<file path="config.mk">
export PLATFORM = sky130hd
export DESIGN_NAME = frt_timer
export DESIGN_NICKNAME = d
export VERILOG_FILES = /design/src/frt_pkg.sv /design/src/frt_pin_if.sv /design/src/frt_pin_sync.sv /design/src/frt_timer.sv
export SDC_FILE = /design/constraint.sdc
export NUM_CORES = 1
export LEC_CHECK = 0
export BUFFER_PORTS_ARGS = -buffer_cell sky130_fd_sc_hd__buf_2
export CAP_MARGIN = 10
export CORE_ASPECT_RATIO = 1.25
export CORE_MARGIN = 5
export CORE_UTILIZATION = 45
export DETAILED_ROUTE_END_ITERATION = 7
export SETUP_SLACK_MARGIN = 0.4
export SLEW_MARGIN = 15
export SYNTH_ARGS = -nofsm -noshare
export SYNTH_HDL_FRONTEND = slang
export SYNTH_SLANG_ARGS = --single-unit
</file>
<file path="constraint.sdc">
create_clock -name sys_clk -period 2.1 [get_ports sys_clk]
set_input_delay 0.315 -clock sys_clk [delete_from_list [all_inputs] [get_ports sys_clk]]
set_output_delay 0.315 -clock sys_clk [all_outputs]
set_load 0.01 [all_outputs]
</file>
<file path="src/frt_pkg.sv">
// Package for the free-running capture/compare timer: offsets, fields, resets.
// Assumes an 8-bit CPU bus with byte addresses in the 0xFF90 page.
package frt_pkg;
  localparam logic [15:0] ADDR_CTRL = 16'hFF90;
  localparam logic [15:0] ADDR_STAT = 16'hFF91;
  localparam logic [15:0] ADDR_CNT_HI = 16'hFF92;
  localparam logic [15:0] ADDR_CNT_LO = 16'hFF93;
  localparam logic [15:0] ADDR_CMPA_HI = 16'hFF94;
  localparam logic [15:0] ADDR_CMPA_LO = 16'hFF95;
  localparam logic [15:0] ADDR_CMPB_HI = 16'hFF96;
  localparam logic [15:0] ADDR_CMPB_LO = 16'hFF97;
  localparam logic [15:0] ADDR_CAP_HI = 16'hFF98;
  localparam logic [15:0] ADDR_CAP_LO = 16'hFF99;
  localparam int CTRL_CAP_IE = 7;
  localparam int CTRL_CMPB_IE = 6;
  localparam int CTRL_CMPA_IE = 5;
  localparam int CTRL_WRAP_IE = 4;
  localparam int CTRL_PINB_EN = 3;
  localparam int CTRL_PINA_EN = 2;
  localparam int STAT_CAP_F = 7;
  localparam int STAT_CMPB_F = 6;
  localparam int STAT_CMPA_F = 5;
  localparam int STAT_WRAP_F = 4;
  localparam int STAT_LVL_B = 3;
  localparam int STAT_LVL_A = 2;
  localparam int STAT_EDGE = 1;
  localparam int STAT_CLR_A = 0;
  localparam logic [7:0] CTRL_RESET = 8'h00;
  localparam logic [7:0] STAT_RESET = 8'h00;
  localparam logic [15:0] CNT_RESET = 16'h0000;
  localparam logic [15:0] CMP_RESET = 16'hFFFF;
  localparam logic [15:0] CAP_RESET = 16'h0000;
  localparam logic [15:0] CNT_MAX = 16'hFFFF;
  localparam logic [4:0] DIV2_MASK = 5'h01;
  localparam logic [4:0] DIV8_MASK = 5'h07;
  localparam logic [4:0] DIV32_MASK = 5'h1F;
  localparam logic [1:0] CKS_DIV2 = 2'h0;
  localparam logic [1:0] CKS_DIV8 = 2'h1;
  localparam logic [1:0] CKS_DIV32 = 2'h2;
  localparam logic [1:0] CKS_EXT = 2'h3;
endpackage

</file>
<file path="src/frt_pin_if.sv">
// Interface carrying the edge pulses of the synchronised pins; no pin levels.
// Assumes both ends share sys_clk.
`timescale 1ns/1ps
`default_nettype none
interface frt_pin_if;
  logic ext_rise;
  logic cap_rise;
  logic cap_fall;
  modport src (output ext_rise, output cap_rise, output cap_fall);
  modport dst (input ext_rise, input cap_rise, input cap_fall);
endinterface
`default_nettype wire

</file>
<file path="src/frt_pin_sync.sv">
// Three-stage synchronisers and edge detectors for the two timer input pins.
// Assumes pins are asynchronous to sys_clk.
`timescale 1ns/1ps
`default_nettype none
module frt_pin_sync (
  input wire logic sys_clk,
  input wire logic rstn,
  input wire logic external_count_clock_pin,
  input wire logic capture_input_pin,
  frt_pin_if.src pins
);
  logic [2:0] ext_sync_reg;
  logic [2:0] cap_sync_reg;
  logic ext_lvl_reg;
  logic cap_lvl_reg;
  logic [3:0] warm_reg;
  logic ready;

  // Edges are ignored until the stages hold real pin levels after reset
  always_ff @(posedge sys_clk or negedge rstn) begin
    if (!rstn) begin
      warm_reg <= 4'h0;
    end else begin
      warm_reg <= {warm_reg[2:0], 1'b1};
    end
  end

  assign ready = warm_reg[3];

  // Synchronise both pins; a change counts once stages two and three agree
  always_ff @(posedge sys_clk or negedge rstn) begin
    if (!rstn) begin
      ext_sync_reg <= 3'h0;
      cap_sync_reg <= 3'h0;
    end else begin
      ext_sync_reg <= {ext_sync_reg[1:0], external_count_clock_pin};
      cap_sync_reg <= {cap_sync_reg[1:0], capture_input_pin};
    end
  end

  always_ff @(posedge sys_clk or negedge rstn) begin
    if (!rstn) begin
      ext_lvl_reg <= 1'b0;
      cap_lvl_reg <= 1'b0;
    end else begin
      if (!ready || (ext_sync_reg[1] == ext_sync_reg[2])) begin
        ext_lvl_reg <= ext_sync_reg[2];
      end
      if (!ready || (cap_sync_reg[1] == cap_sync_reg[2])) begin
        cap_lvl_reg <= cap_sync_reg[2];
      end
    end
  end

  assign pins.ext_rise = ready && (ext_sync_reg[1] == ext_sync_reg[2]) &&
                         ext_sync_reg[2] && !ext_lvl_reg;
  assign pins.cap_rise = ready && (cap_sync_reg[1] == cap_sync_reg[2]) &&
                         cap_sync_reg[2] && !cap_lvl_reg;
  assign pins.cap_fall = ready && (cap_sync_reg[1] == cap_sync_reg[2]) &&
                         !cap_sync_reg[2] && cap_lvl_reg;
endmodule
`default_nettype wire

</file>
<file path="src/frt_timer.sv">
// Free-running 16-bit capture/compare timer with 8-bit CPU register port.
// Assumes single-cycle CPU byte accesses on sys_clk; standby drives reset.
`timescale 1ns/1ps
`default_nettype none
module frt_timer
  import frt_pkg::*;
(
  input wire logic sys_clk,
  input wire logic rstn,
  input wire logic [15:0] bus_addr,
  input wire logic bus_rd,
  input wire logic bus_wr,
  input wire logic [7:0] bus_wdata,
  output logic [7:0] bus_rdata,
  input wire logic external_count_clock_pin,
  input wire logic capture_input_pin,
  output logic compare_pin_a,
  output logic compare_pin_b,
  output logic capture_irq,
  output logic compare_a_irq,
  output logic compare_b_irq,
  output logic wrap_irq,
  output logic [2:0] irq_top_code
);
  import frt_pkg::*;

  frt_pin_if pins ();

  frt_pin_sync u_sync (
    .sys_clk(sys_clk),
    .rstn(rstn),
    .external_count_clock_pin(external_count_clock_pin),
    .capture_input_pin(capture_input_pin),
    .pins(pins)
  );

  logic [7:0] timer_control_reg;
  logic [7:0] timer_ctrl_status_reg;
  logic [15:0] free_running_counter_reg;
  logic [15:0] compare_value_a_reg;
  logic [15:0] compare_value_b_reg;
  logic [15:0] capture_value_reg;
  logic [7:0] byte_staging_latch_reg;
  logic [3:0] flag_seen_reg;
  logic [4:0] prescale_reg;
  logic cap_pend_reg;
  logic pin_a_reg;
  logic pin_b_reg;
  logic [7:0] rdata_reg;

  logic tick;
  logic wr_cnt_lo;
  logic wr_cmpa_lo;
  logic wr_cmpb_lo;
  logic match_a;
  logic match_b;
  logic clear_a;
  logic wrap_ev;
  logic cap_edge;
  logic cap_hi_read;
  logic cap_strobe;
  logic stat_wr;
  logic stat_rd;
  logic [3:0] flag_set;

  function automatic logic hit(input logic [15:0] a, input logic [15:0] b);
    hit = (a == b);
  endfunction

  // Prescaler taps: one tick per cycle of the selected source
  always_ff @(posedge sys_clk or negedge rstn) begin
    if (!rstn) begin
      prescale_reg <= 5'h00;
    end else begin
      prescale_reg <= prescale_reg + 5'h01;
    end
  end

  always_comb begin
    case (timer_control_reg[1:0])
      CKS_DIV2: tick = (prescale_reg & DIV2_MASK) == DIV2_MASK;
      CKS_DIV8: tick = (prescale_reg & DIV8_MASK) == DIV8_MASK;
      CKS_DIV32: tick = (prescale_reg & DIV32_MASK) == DIV32_MASK;
      default: tick = pins.ext_rise;
    endcase
  end

  assign wr_cnt_lo = bus_wr && hit(bus_addr, ADDR_CNT_LO);
  assign wr_cmpa_lo = bus_wr && hit(bus_addr, ADDR_CMPA_LO);
  assign wr_cmpb_lo = bus_wr && hit(bus_addr, ADDR_CMPB_LO);
  assign stat_wr = bus_wr && hit(bus_addr, ADDR_STAT);
  assign stat_rd = bus_rd && hit(bus_addr, ADDR_STAT);
  assign cap_hi_read = bus_rd && hit(bus_addr, ADDR_CAP_HI);

  // Each compare match is inhibited during a lower-byte write to its own compare register
  assign match_a = hit(free_running_counter_reg, compare_value_a_reg) &&
                   !wr_cmpa_lo;
  assign match_b = hit(free_running_counter_reg, compare_value_b_reg) &&
                   !wr_cmpb_lo;
  assign clear_a = match_a && timer_ctrl_status_reg[STAT_CLR_A];
  assign wrap_ev = tick && !clear_a && !wr_cnt_lo &&
                   hit(free_running_counter_reg, CNT_MAX);

  // Capture edge selection and one-cycle hold-off behind an upper read
  assign cap_edge = timer_ctrl_status_reg[STAT_EDGE] ? pins.cap_rise :
                    pins.cap_fall;
  assign cap_strobe = (cap_edge || cap_pend_reg) && !cap_hi_read;

  always_ff @(posedge sys_clk or negedge rstn) begin
    if (!rstn) begin
      cap_pend_reg <= 1'b0;
    end else begin
      cap_pend_reg <= (cap_edge || cap_pend_reg) && cap_hi_read;
    end
  end

  // Counter: clear beats write, write beats increment
  always_ff @(posedge sys_clk or negedge rstn) begin
    if (!rstn) begin
      free_running_counter_reg <= CNT_RESET;
    end else if (clear_a) begin
      free_running_counter_reg <= CNT_RESET;
    end else if (wr_cnt_lo) begin
      free_running_counter_reg <= {byte_staging_latch_reg, bus_wdata};
    end else if (tick) begin
      free_running_counter_reg <= free_running_counter_reg + 16'h0001;
    end
  end

  // Compare registers
  always_ff @(posedge sys_clk or negedge rstn) begin
    if (!rstn) begin
      compare_value_a_reg <= CMP_RESET;
      compare_value_b_reg <= CMP_RESET;
    end else begin
      if (wr_cmpa_lo) begin
        compare_value_a_reg <= {byte_staging_latch_reg, bus_wdata};
      end
      if (wr_cmpb_lo) begin
        compare_value_b_reg <= {byte_staging_latch_reg, bus_wdata};
      end
    end
  end

  // Capture register, loaded on every strobe
  always_ff @(posedge sys_clk or negedge rstn) begin
    if (!rstn) begin
      capture_value_reg <= CAP_RESET;
    end else if (cap_strobe) begin
      capture_value_reg <= free_running_counter_reg;
    end
  end

  // Staging latch shared by all 16-bit registers
  always_ff @(posedge sys_clk or negedge rstn) begin
    if (!rstn) begin
      byte_staging_latch_reg <= 8'h00;
    end else if (bus_wr && (hit(bus_addr, ADDR_CNT_HI) ||
                 hit(bus_addr, ADDR_CMPA_HI) ||
                 hit(bus_addr, ADDR_CMPB_HI))) begin
      byte_staging_latch_reg <= bus_wdata;
    end else if (bus_rd && hit(bus_addr, ADDR_CNT_HI)) begin
      byte_staging_latch_reg <= free_running_counter_reg[7:0];
    end else if (cap_hi_read) begin
      byte_staging_latch_reg <= capture_value_reg[7:0];
    end
  end

  // Control register
  always_ff @(posedge sys_clk or negedge rstn) begin
    if (!rstn) begin
      timer_control_reg <= CTRL_RESET;
    end else if (bus_wr && hit(bus_addr, ADDR_CTRL)) begin
      timer_control_reg <= bus_wdata;
    end
  end

  assign flag_set = {cap_strobe, match_b, match_a, wrap_ev};

  // Flags: set wins over clear; a 0 write clears only a flag read as 1
  always_ff @(posedge sys_clk or negedge rstn) begin
    if (!rstn) begin
      timer_ctrl_status_reg <= STAT_RESET;
      flag_seen_reg <= 4'h0;
    end else begin
      for (int i = 0; i < 4; i++) begin
        if (flag_set[i]) begin
          timer_ctrl_status_reg[STAT_WRAP_F + i] <= 1'b1;
        end else if (stat_wr && !bus_wdata[STAT_WRAP_F + i] &&
                     flag_seen_reg[i]) begin
          timer_ctrl_status_reg[STAT_WRAP_F + i] <= 1'b0;
        end
        if (stat_wr) begin
          flag_seen_reg[i] <= 1'b0;
        end else if (stat_rd && timer_ctrl_status_reg[STAT_WRAP_F + i]) begin
          flag_seen_reg[i] <= 1'b1;
        end
      end
      if (stat_wr) begin
        timer_ctrl_status_reg[3:0] <= bus_wdata[3:0];
      end
    end
  end

  // Compare pins hold 0 until their first enabled match
  always_ff @(posedge sys_clk or negedge rstn) begin
    if (!rstn) begin
      pin_a_reg <= 1'b0;
      pin_b_reg <= 1'b0;
    end else begin
      if (match_a && timer_control_reg[CTRL_PINA_EN]) begin
        pin_a_reg <= timer_ctrl_status_reg[STAT_LVL_A];
      end
      if (match_b && timer_control_reg[CTRL_PINB_EN]) begin
        pin_b_reg <= timer_ctrl_status_reg[STAT_LVL_B];
      end
    end
  end

  assign compare_pin_a = pin_a_reg;
  assign compare_pin_b = pin_b_reg;

  // Read data, registered one cycle after the read strobe
  always_ff @(posedge sys_clk or negedge rstn) begin
    if (!rstn) begin
      rdata_reg <= 8'h00;
    end else if (bus_rd) begin
      if (hit(bus_addr, ADDR_CTRL)) begin
        rdata_reg <= timer_control_reg;
      end else if (hit(bus_addr, ADDR_STAT)) begin
        rdata_reg <= timer_ctrl_status_reg;
      end else if (hit(bus_addr, ADDR_CNT_HI)) begin
        rdata_reg <= free_running_counter_reg[15:8];
      end else if (hit(bus_addr, ADDR_CMPA_HI)) begin
        rdata_reg <= compare_value_a_reg[15:8];
      end else if (hit(bus_addr, ADDR_CMPA_LO)) begin
        rdata_reg <= compare_value_a_reg[7:0];
      end else if (hit(bus_addr, ADDR_CMPB_HI)) begin
        rdata_reg <= compare_value_b_reg[15:8];
      end else if (hit(bus_addr, ADDR_CMPB_LO)) begin
        rdata_reg <= compare_value_b_reg[7:0];
      end else if (hit(bus_addr, ADDR_CAP_HI)) begin
        rdata_reg <= capture_value_reg[15:8];
      end else if (hit(bus_addr, ADDR_CNT_LO) ||
                   hit(bus_addr, ADDR_CAP_LO)) begin
        rdata_reg <= byte_staging_latch_reg;
      end else begin
        rdata_reg <= 8'h00;
      end
    end
  end

  assign bus_rdata = rdata_reg;

  // Interrupt requests and their fixed priority
  assign capture_irq = timer_ctrl_status_reg[STAT_CAP_F] &&
                       timer_control_reg[CTRL_CAP_IE];
  assign compare_a_irq = timer_ctrl_status_reg[STAT_CMPA_F] &&
                         timer_control_reg[CTRL_CMPA_IE];
  assign compare_b_irq = timer_ctrl_status_reg[STAT_CMPB_F] &&
                         timer_control_reg[CTRL_CMPB_IE];
  assign wrap_irq = timer_ctrl_status_reg[STAT_WRAP_F] &&
                    timer_control_reg[CTRL_WRAP_IE];

  always_comb begin
    if (capture_irq) begin
      irq_top_code = 3'h4;
    end else if (compare_a_irq) begin
      irq_top_code = 3'h3;
    end else if (compare_b_irq) begin
      irq_top_code = 3'h2;
    end else if (wrap_irq) begin
      irq_top_code = 3'h1;
    end else begin
      irq_top_code = 3'h0;
    end
  end
endmodule
`default_nettype wire

</file>
==> summary.md <==
The run finished with clean final reports. The synthesized netlist devotes 14.0% of its cell area to compound gates. The portion of synthesized cell area occupied by the leading cell type works out to 33.9%.

The initial antenna violation count is 0, and the met3 routing resource usage after global routing is 5.01%. The congestion estimate from routability-driven global placement came to 0.958. The path class of the tightest hold or removal check is primary input to flip-flop.

The layer flagged by global routing as most heavily used is met2. Summing internal, switching and leakage power gives 0.00632 W. Per-cell via count in the routed design: 6.00. The total iterations of the first detailed-routing run was 7; the number of hold-slack violations in the final timing report was 0.

For this run, design rule violations remaining after detail routing come to 0. The repair_antennas step left the layout with diodes totalling 0. Global routing used 26.2% of the available tracks. The worst-case IR drop observed on VDD is 0.612 mV.

The multiplexer area fraction after synthesis is 10.2%, and the count of nets after finishing is 808. The XOR/XNOR share of the synthesized area came out at 6.47%. Worst hold-check slack: 0.154 ns. For the placeable core region, the log shows 14300 um^2. Of all cell types, the one taking the most synthesized area is sky130_fd_sc_hd__dfrtp_1. In the synthesized netlist the async set-or-reset flop fraction comes to 100%. For this configuration, the core starts out at a cell density of 45.5%.

At the worst endpoint, the arrival time is 2.33 ns. The area growth from synthesis to layout is 39.7%. The final-report setup violation count was 0. The final worst-path cycle share works out to 96.7%. The number of cells in the design after placement came out at 895. The clock-pin slew of the registers on the worst-case setup and hold paths works out to 0.06 ns. The largest driver fanout on the critical path was 8. The Yosys step of the flow raised 0 warnings. The portion of the post-synthesis area used by sequential elements was 46.9%; the detail-routed net length per standard cell was 23.2 um.

Non-filler instance count after layout: 965. The fraction of final layout cells with drive strength greater than 1 was 45.9%. The switching power share of the total is 28.3%. Ranked by total cell area, the synthesized netlist is headed by sky130_fd_sc_hd__dfrtp_1, sky130_fd_sc_hd__dfstp_2, sky130_fd_sc_hd__mux2_2, sky130_fd_sc_hd__xnor2_1, sky130_fd_sc_hd__nand2_1. TritonCTS built the clock tree. The floorplan has 49 rows. Per report_power, the combinational group accounts for 15.3% of the total.

The startpoint class of the critical path was a flip-flop. No sink is reached through more buffers than the 2 on the longest clock path. The post-synthesis simple-gate area fraction is 17.3%. The clock drives 120 sinks. The logs give 0.492 GHz for the achievable frequency and 45.9% for the clock network power share. The average instance in the mapped netlist occupies 10.2 um^2.

Synthesis produced a netlist whose cell count is 637. Adding up every negative setup slack in the final design gives 0 ns. The analysis attributes to net switching a power of 0.00179 W. The tools report the endpoint class of the critical path as a flip-flop. The met1 track utilization from global routing came out at 31.5%. The run gives 15500 um as the detailed placer's ending HPWL.

The time the worst path needs with I/O delays and setup is 2.03 ns, and the level count of the clock H-tree is 4. The routed design has 22400 um of wire. The tool flagged a number of max-cap violations equal to 0. The power density of the placed cells works out to 696 nW/um^2. Of the total synthesized cell area, the portion taken by full adders, half adders and majority gates is 0.771%.

The kind of critical path is flip-flop to flip-flop. Number of input and output port buffers inserted: 46. Setup slack on the critical path of the routed design comes to 0.0687 ns. The run gives 0 as the residual overflow from global routing.

Per report_power, the sequential group accounts for 38.8% of the total. For the total number of vias, the log shows 5789. Dominant register cell in the synthesized netlist: sky130_fd_sc_hd__dfrtp_1.

The die covers 17000 um^2. The internal cell power is 0.00453 W, and the floorplan die width is 117 um. Synthesis inferred 120 register bits. The detailed router finished its first iteration with 449 violations. The final antenna-violating net count was 0.

The area taken by multi-input logic gates came out at 3820 um^2. Counting flops with a built-in enable in the synthesized netlist gives 0. For the worst setup skew after layout, the log shows 0.00963 ns. The maximum number of pins on one net before global-route repair is 74, and the number of buffers inserted during clock tree synthesis is 17. The run gives 671 as the post-synth net total. The mapped netlist covers 6490 um^2.

By area, the combinational part of the netlist is dominated by simple AND/OR/NAND/NOR gates. The number of global-route vias before repair is 5861. Clock root buffer master: sky130_fd_sc_hd__clkbuf_16. Registers take 3040 um^2. Setup repair after global routing could not meet its margin everywhere. For the number of library cell types mapped by synthesis, the log shows 73. For this design the static power due to leakage is 4.03 nW. The tools report the met2 track demand over resource in global routing as 44.3%.

The worst path required time came out at 2.40 ns. The first global-routing pass estimated 33800 um of wire. During I/O placement, the number of pins put on the boundary was 47. The final max-slew violation count is 0, and the number of fillers in the final layout is 1138.

The clock insertion delay at the later pin of the skew report is 0.43 ns. OpenSTA, run right after detailed placement, puts the worst setup slack at -0.117 ns. In this run the vertical extent of the chip is 144 um.
## synthesized netlist by cell type, types with 5 or more instances
| master | instances |
|---|---|
| sky130_fd_sc_hd__buf_2 | 12 |
| sky130_fd_sc_hd__a211oi_1 | 20 |
| sky130_fd_sc_hd__xor2_1 | 16 |
| sky130_fd_sc_hd__nor4b_1 | 5 |
| sky130_fd_sc_hd__dfrtp_1 | 88 |
| sky130_fd_sc_hd__xnor2_1 | 32 |
| sky130_fd_sc_hd__nor4_1 | 7 |
| sky130_fd_sc_hd__a32oi_1 | 6 |
| sky130_fd_sc_hd__mux2i_1 | 18 |
| sky130_fd_sc_hd__clkbuf_1 | 28 |
| sky130_fd_sc_hd__and3_1 | 5 |
| sky130_fd_sc_hd__nor2_1 | 35 |
| sky130_fd_sc_hd__dfstp_2 | 32 |
| sky130_fd_sc_hd__nand4_1 | 11 |
| sky130_fd_sc_hd__o21ai_0 | 29 |
| sky130_fd_sc_hd__a21oi_1 | 26 |
| sky130_fd_sc_hd__mux2_2 | 42 |
| sky130_fd_sc_hd__and2_1 | 6 |
| sky130_fd_sc_hd__nand2b_1 | 11 |
| sky130_fd_sc_hd__nand3_1 | 11 |
| sky130_fd_sc_hd__nand2_1 | 72 |
| sky130_fd_sc_hd__nor3_1 | 12 |
| sky130_fd_sc_hd__o221ai_1 | 13 |
| sky130_fd_sc_hd__inv_1 | 16 |
## per-stage QoR
| step | area (um^2) | util, % |
|---|---|---|
| after floorplan | 6920 | - |
| after global placement | 7690 | 53.8 |
| after detailed placement | 7690 | 53.8 |
| after CTS | 8640 | 60.5 |
| after global routing | 9080 | 63.5 |
| final | 9080 | 63.5 |
## power groups by stage
stage / Clock, W / Sequential (W) / Combinational, W
floorplan: 0 / 0.00246 / 0.000526
global placement: 0 / 0.00248 / 0.000775
detailed placement: 0 / 0.00248 / 0.000783
CTS: 0.00294 / 0.00244 / 0.000869
global route: 0.00305 / 0.00246 / 0.00103
finish: 0.00290 / 0.00245 / 0.000966
## cells by family after synthesis
logic type | after synthesis
AND/OR/NAND/NOR | 207
AO/OA/AOI/OAI | 130
flip-flops | 120
buffers and inverters | 66
multiplexers | 61
XOR/XNOR | 48
adder cells (fa/ha/maj) | 4
other | 1
## worst max-delay path, cell delays in order (launching register included)
cell and delay [ns]:
sky130_fd_sc_hd__dfstp_2 0.55, sky130_fd_sc_hd__xor2_1 0.08, sky130_fd_sc_hd__nor4_1 0.32, sky130_fd_sc_hd__nand2_2 0.18, sky130_fd_sc_hd__buf_6 0.16, sky130_fd_sc_hd__nor4b_4 0.20
sky130_fd_sc_hd__buf_4 0.19, sky130_fd_sc_hd__clkbuf_16 0.18, sky130_fd_sc_hd__a211oi_2 0.04
## area by class of cell
| type | instances | area share [%] |
|---|---|---|
| Clock buffer | 17 | 4.69 |
| Clock inverter | 15 | 1.70 |
| Inverter | 17 | 0.703 |
| Multi-Input combinational cell | 452 | 42.1 |
| Sequential cell | 120 | 33.5 |
| Tap cell | 178 | 2.45 |
| Timing Repair Buffer | 166 | 14.9 |
## placed cells by master (no fill, tap or decap), types with 10 or more instances in the layout
cell / synthesis / routed
sky130_fd_sc_hd__xnor2_1: 32 / 21
sky130_fd_sc_hd__o21ai_0: 29 / 12
sky130_fd_sc_hd__a21oi_1: 26 / 25
sky130_fd_sc_hd__nor3_1: 12 / 10
sky130_fd_sc_hd__buf_6: 1 / 16
sky130_fd_sc_hd__nand4_1: 11 / 11
sky130_fd_sc_hd__a211oi_2: 0 / 13
sky130_fd_sc_hd__inv_1: 16 / 16
sky130_fd_sc_hd__xor2_1: 16 / 15
sky130_fd_sc_hd__xnor2_2: 0 / 10
sky130_fd_sc_hd__nand2_1: 72 / 67
sky130_fd_sc_hd__mux2_2: 42 / 24
sky130_fd_sc_hd__clkbuf_16: 0 / 18
sky130_fd_sc_hd__o21ai_1: 0 / 17
sky130_fd_sc_hd__buf_2: 12 / 42
sky130_fd_sc_hd__nor2_1: 35 / 32
sky130_fd_sc_hd__dfrtp_1: 88 / 88
sky130_fd_sc_hd__mux2_4: 0 / 19
sky130_fd_sc_hd__mux2i_1: 18 / 14
sky130_fd_sc_hd__dfstp_2: 32 / 32
sky130_fd_sc_hd__buf_4: 3 / 95
## worst paths after layout
path,startpoint,depth (start not counted),to,slack [ns]
min in group asynchronous,rstn,2,capture_value_reg[10]$_DFFE_PN0P_,0.35
min,bus_wdata[0],3,compare_value_a_reg[0]$_DFFE_PN1P_,0.15
max in group asynchronous,rstn,3,compare_value_a_reg[3]$_DFFE_PN1P_,1.02
min reg2reg,u_sync.ext_sync_reg[0]$_DFF_PN0_,0,u_sync.ext_sync_reg[1]$_DFF_PN0_,0.35
max,compare_value_a_reg[11]$_DFFE_PN1P_,8,free_running_counter_reg[14]$_DFFE_PN0P_,0.07
max reg2reg,compare_value_a_reg[11]$_DFFE_PN1P_,8,free_running_counter_reg[14]$_DFFE_PN0P_,0.07
## metal layers
layer / part of all wire (%) / wire length, um / up-vias
met5: 0 / 0 / -
met2: 51 / 11400 / 249
li1: - / - / 2584
met1: 39 / 8750 / 2889
met4: 4.6 / 1030 / 0
met3: 5.8 / 1300 / 67
## repair_timing
item | in CTS | in global routing
endpoints found under the hold margin | 21 | 0
hold buffers | 3 | 0
setup endpoints to repair | 47 | 57
buffers inserted | 12 | 19
gates resized for setup | 39 | 46
pin swaps | 15 | 20
cloned | 2 | 2
No activity file was read; power rests on OpenSTA's default activity.
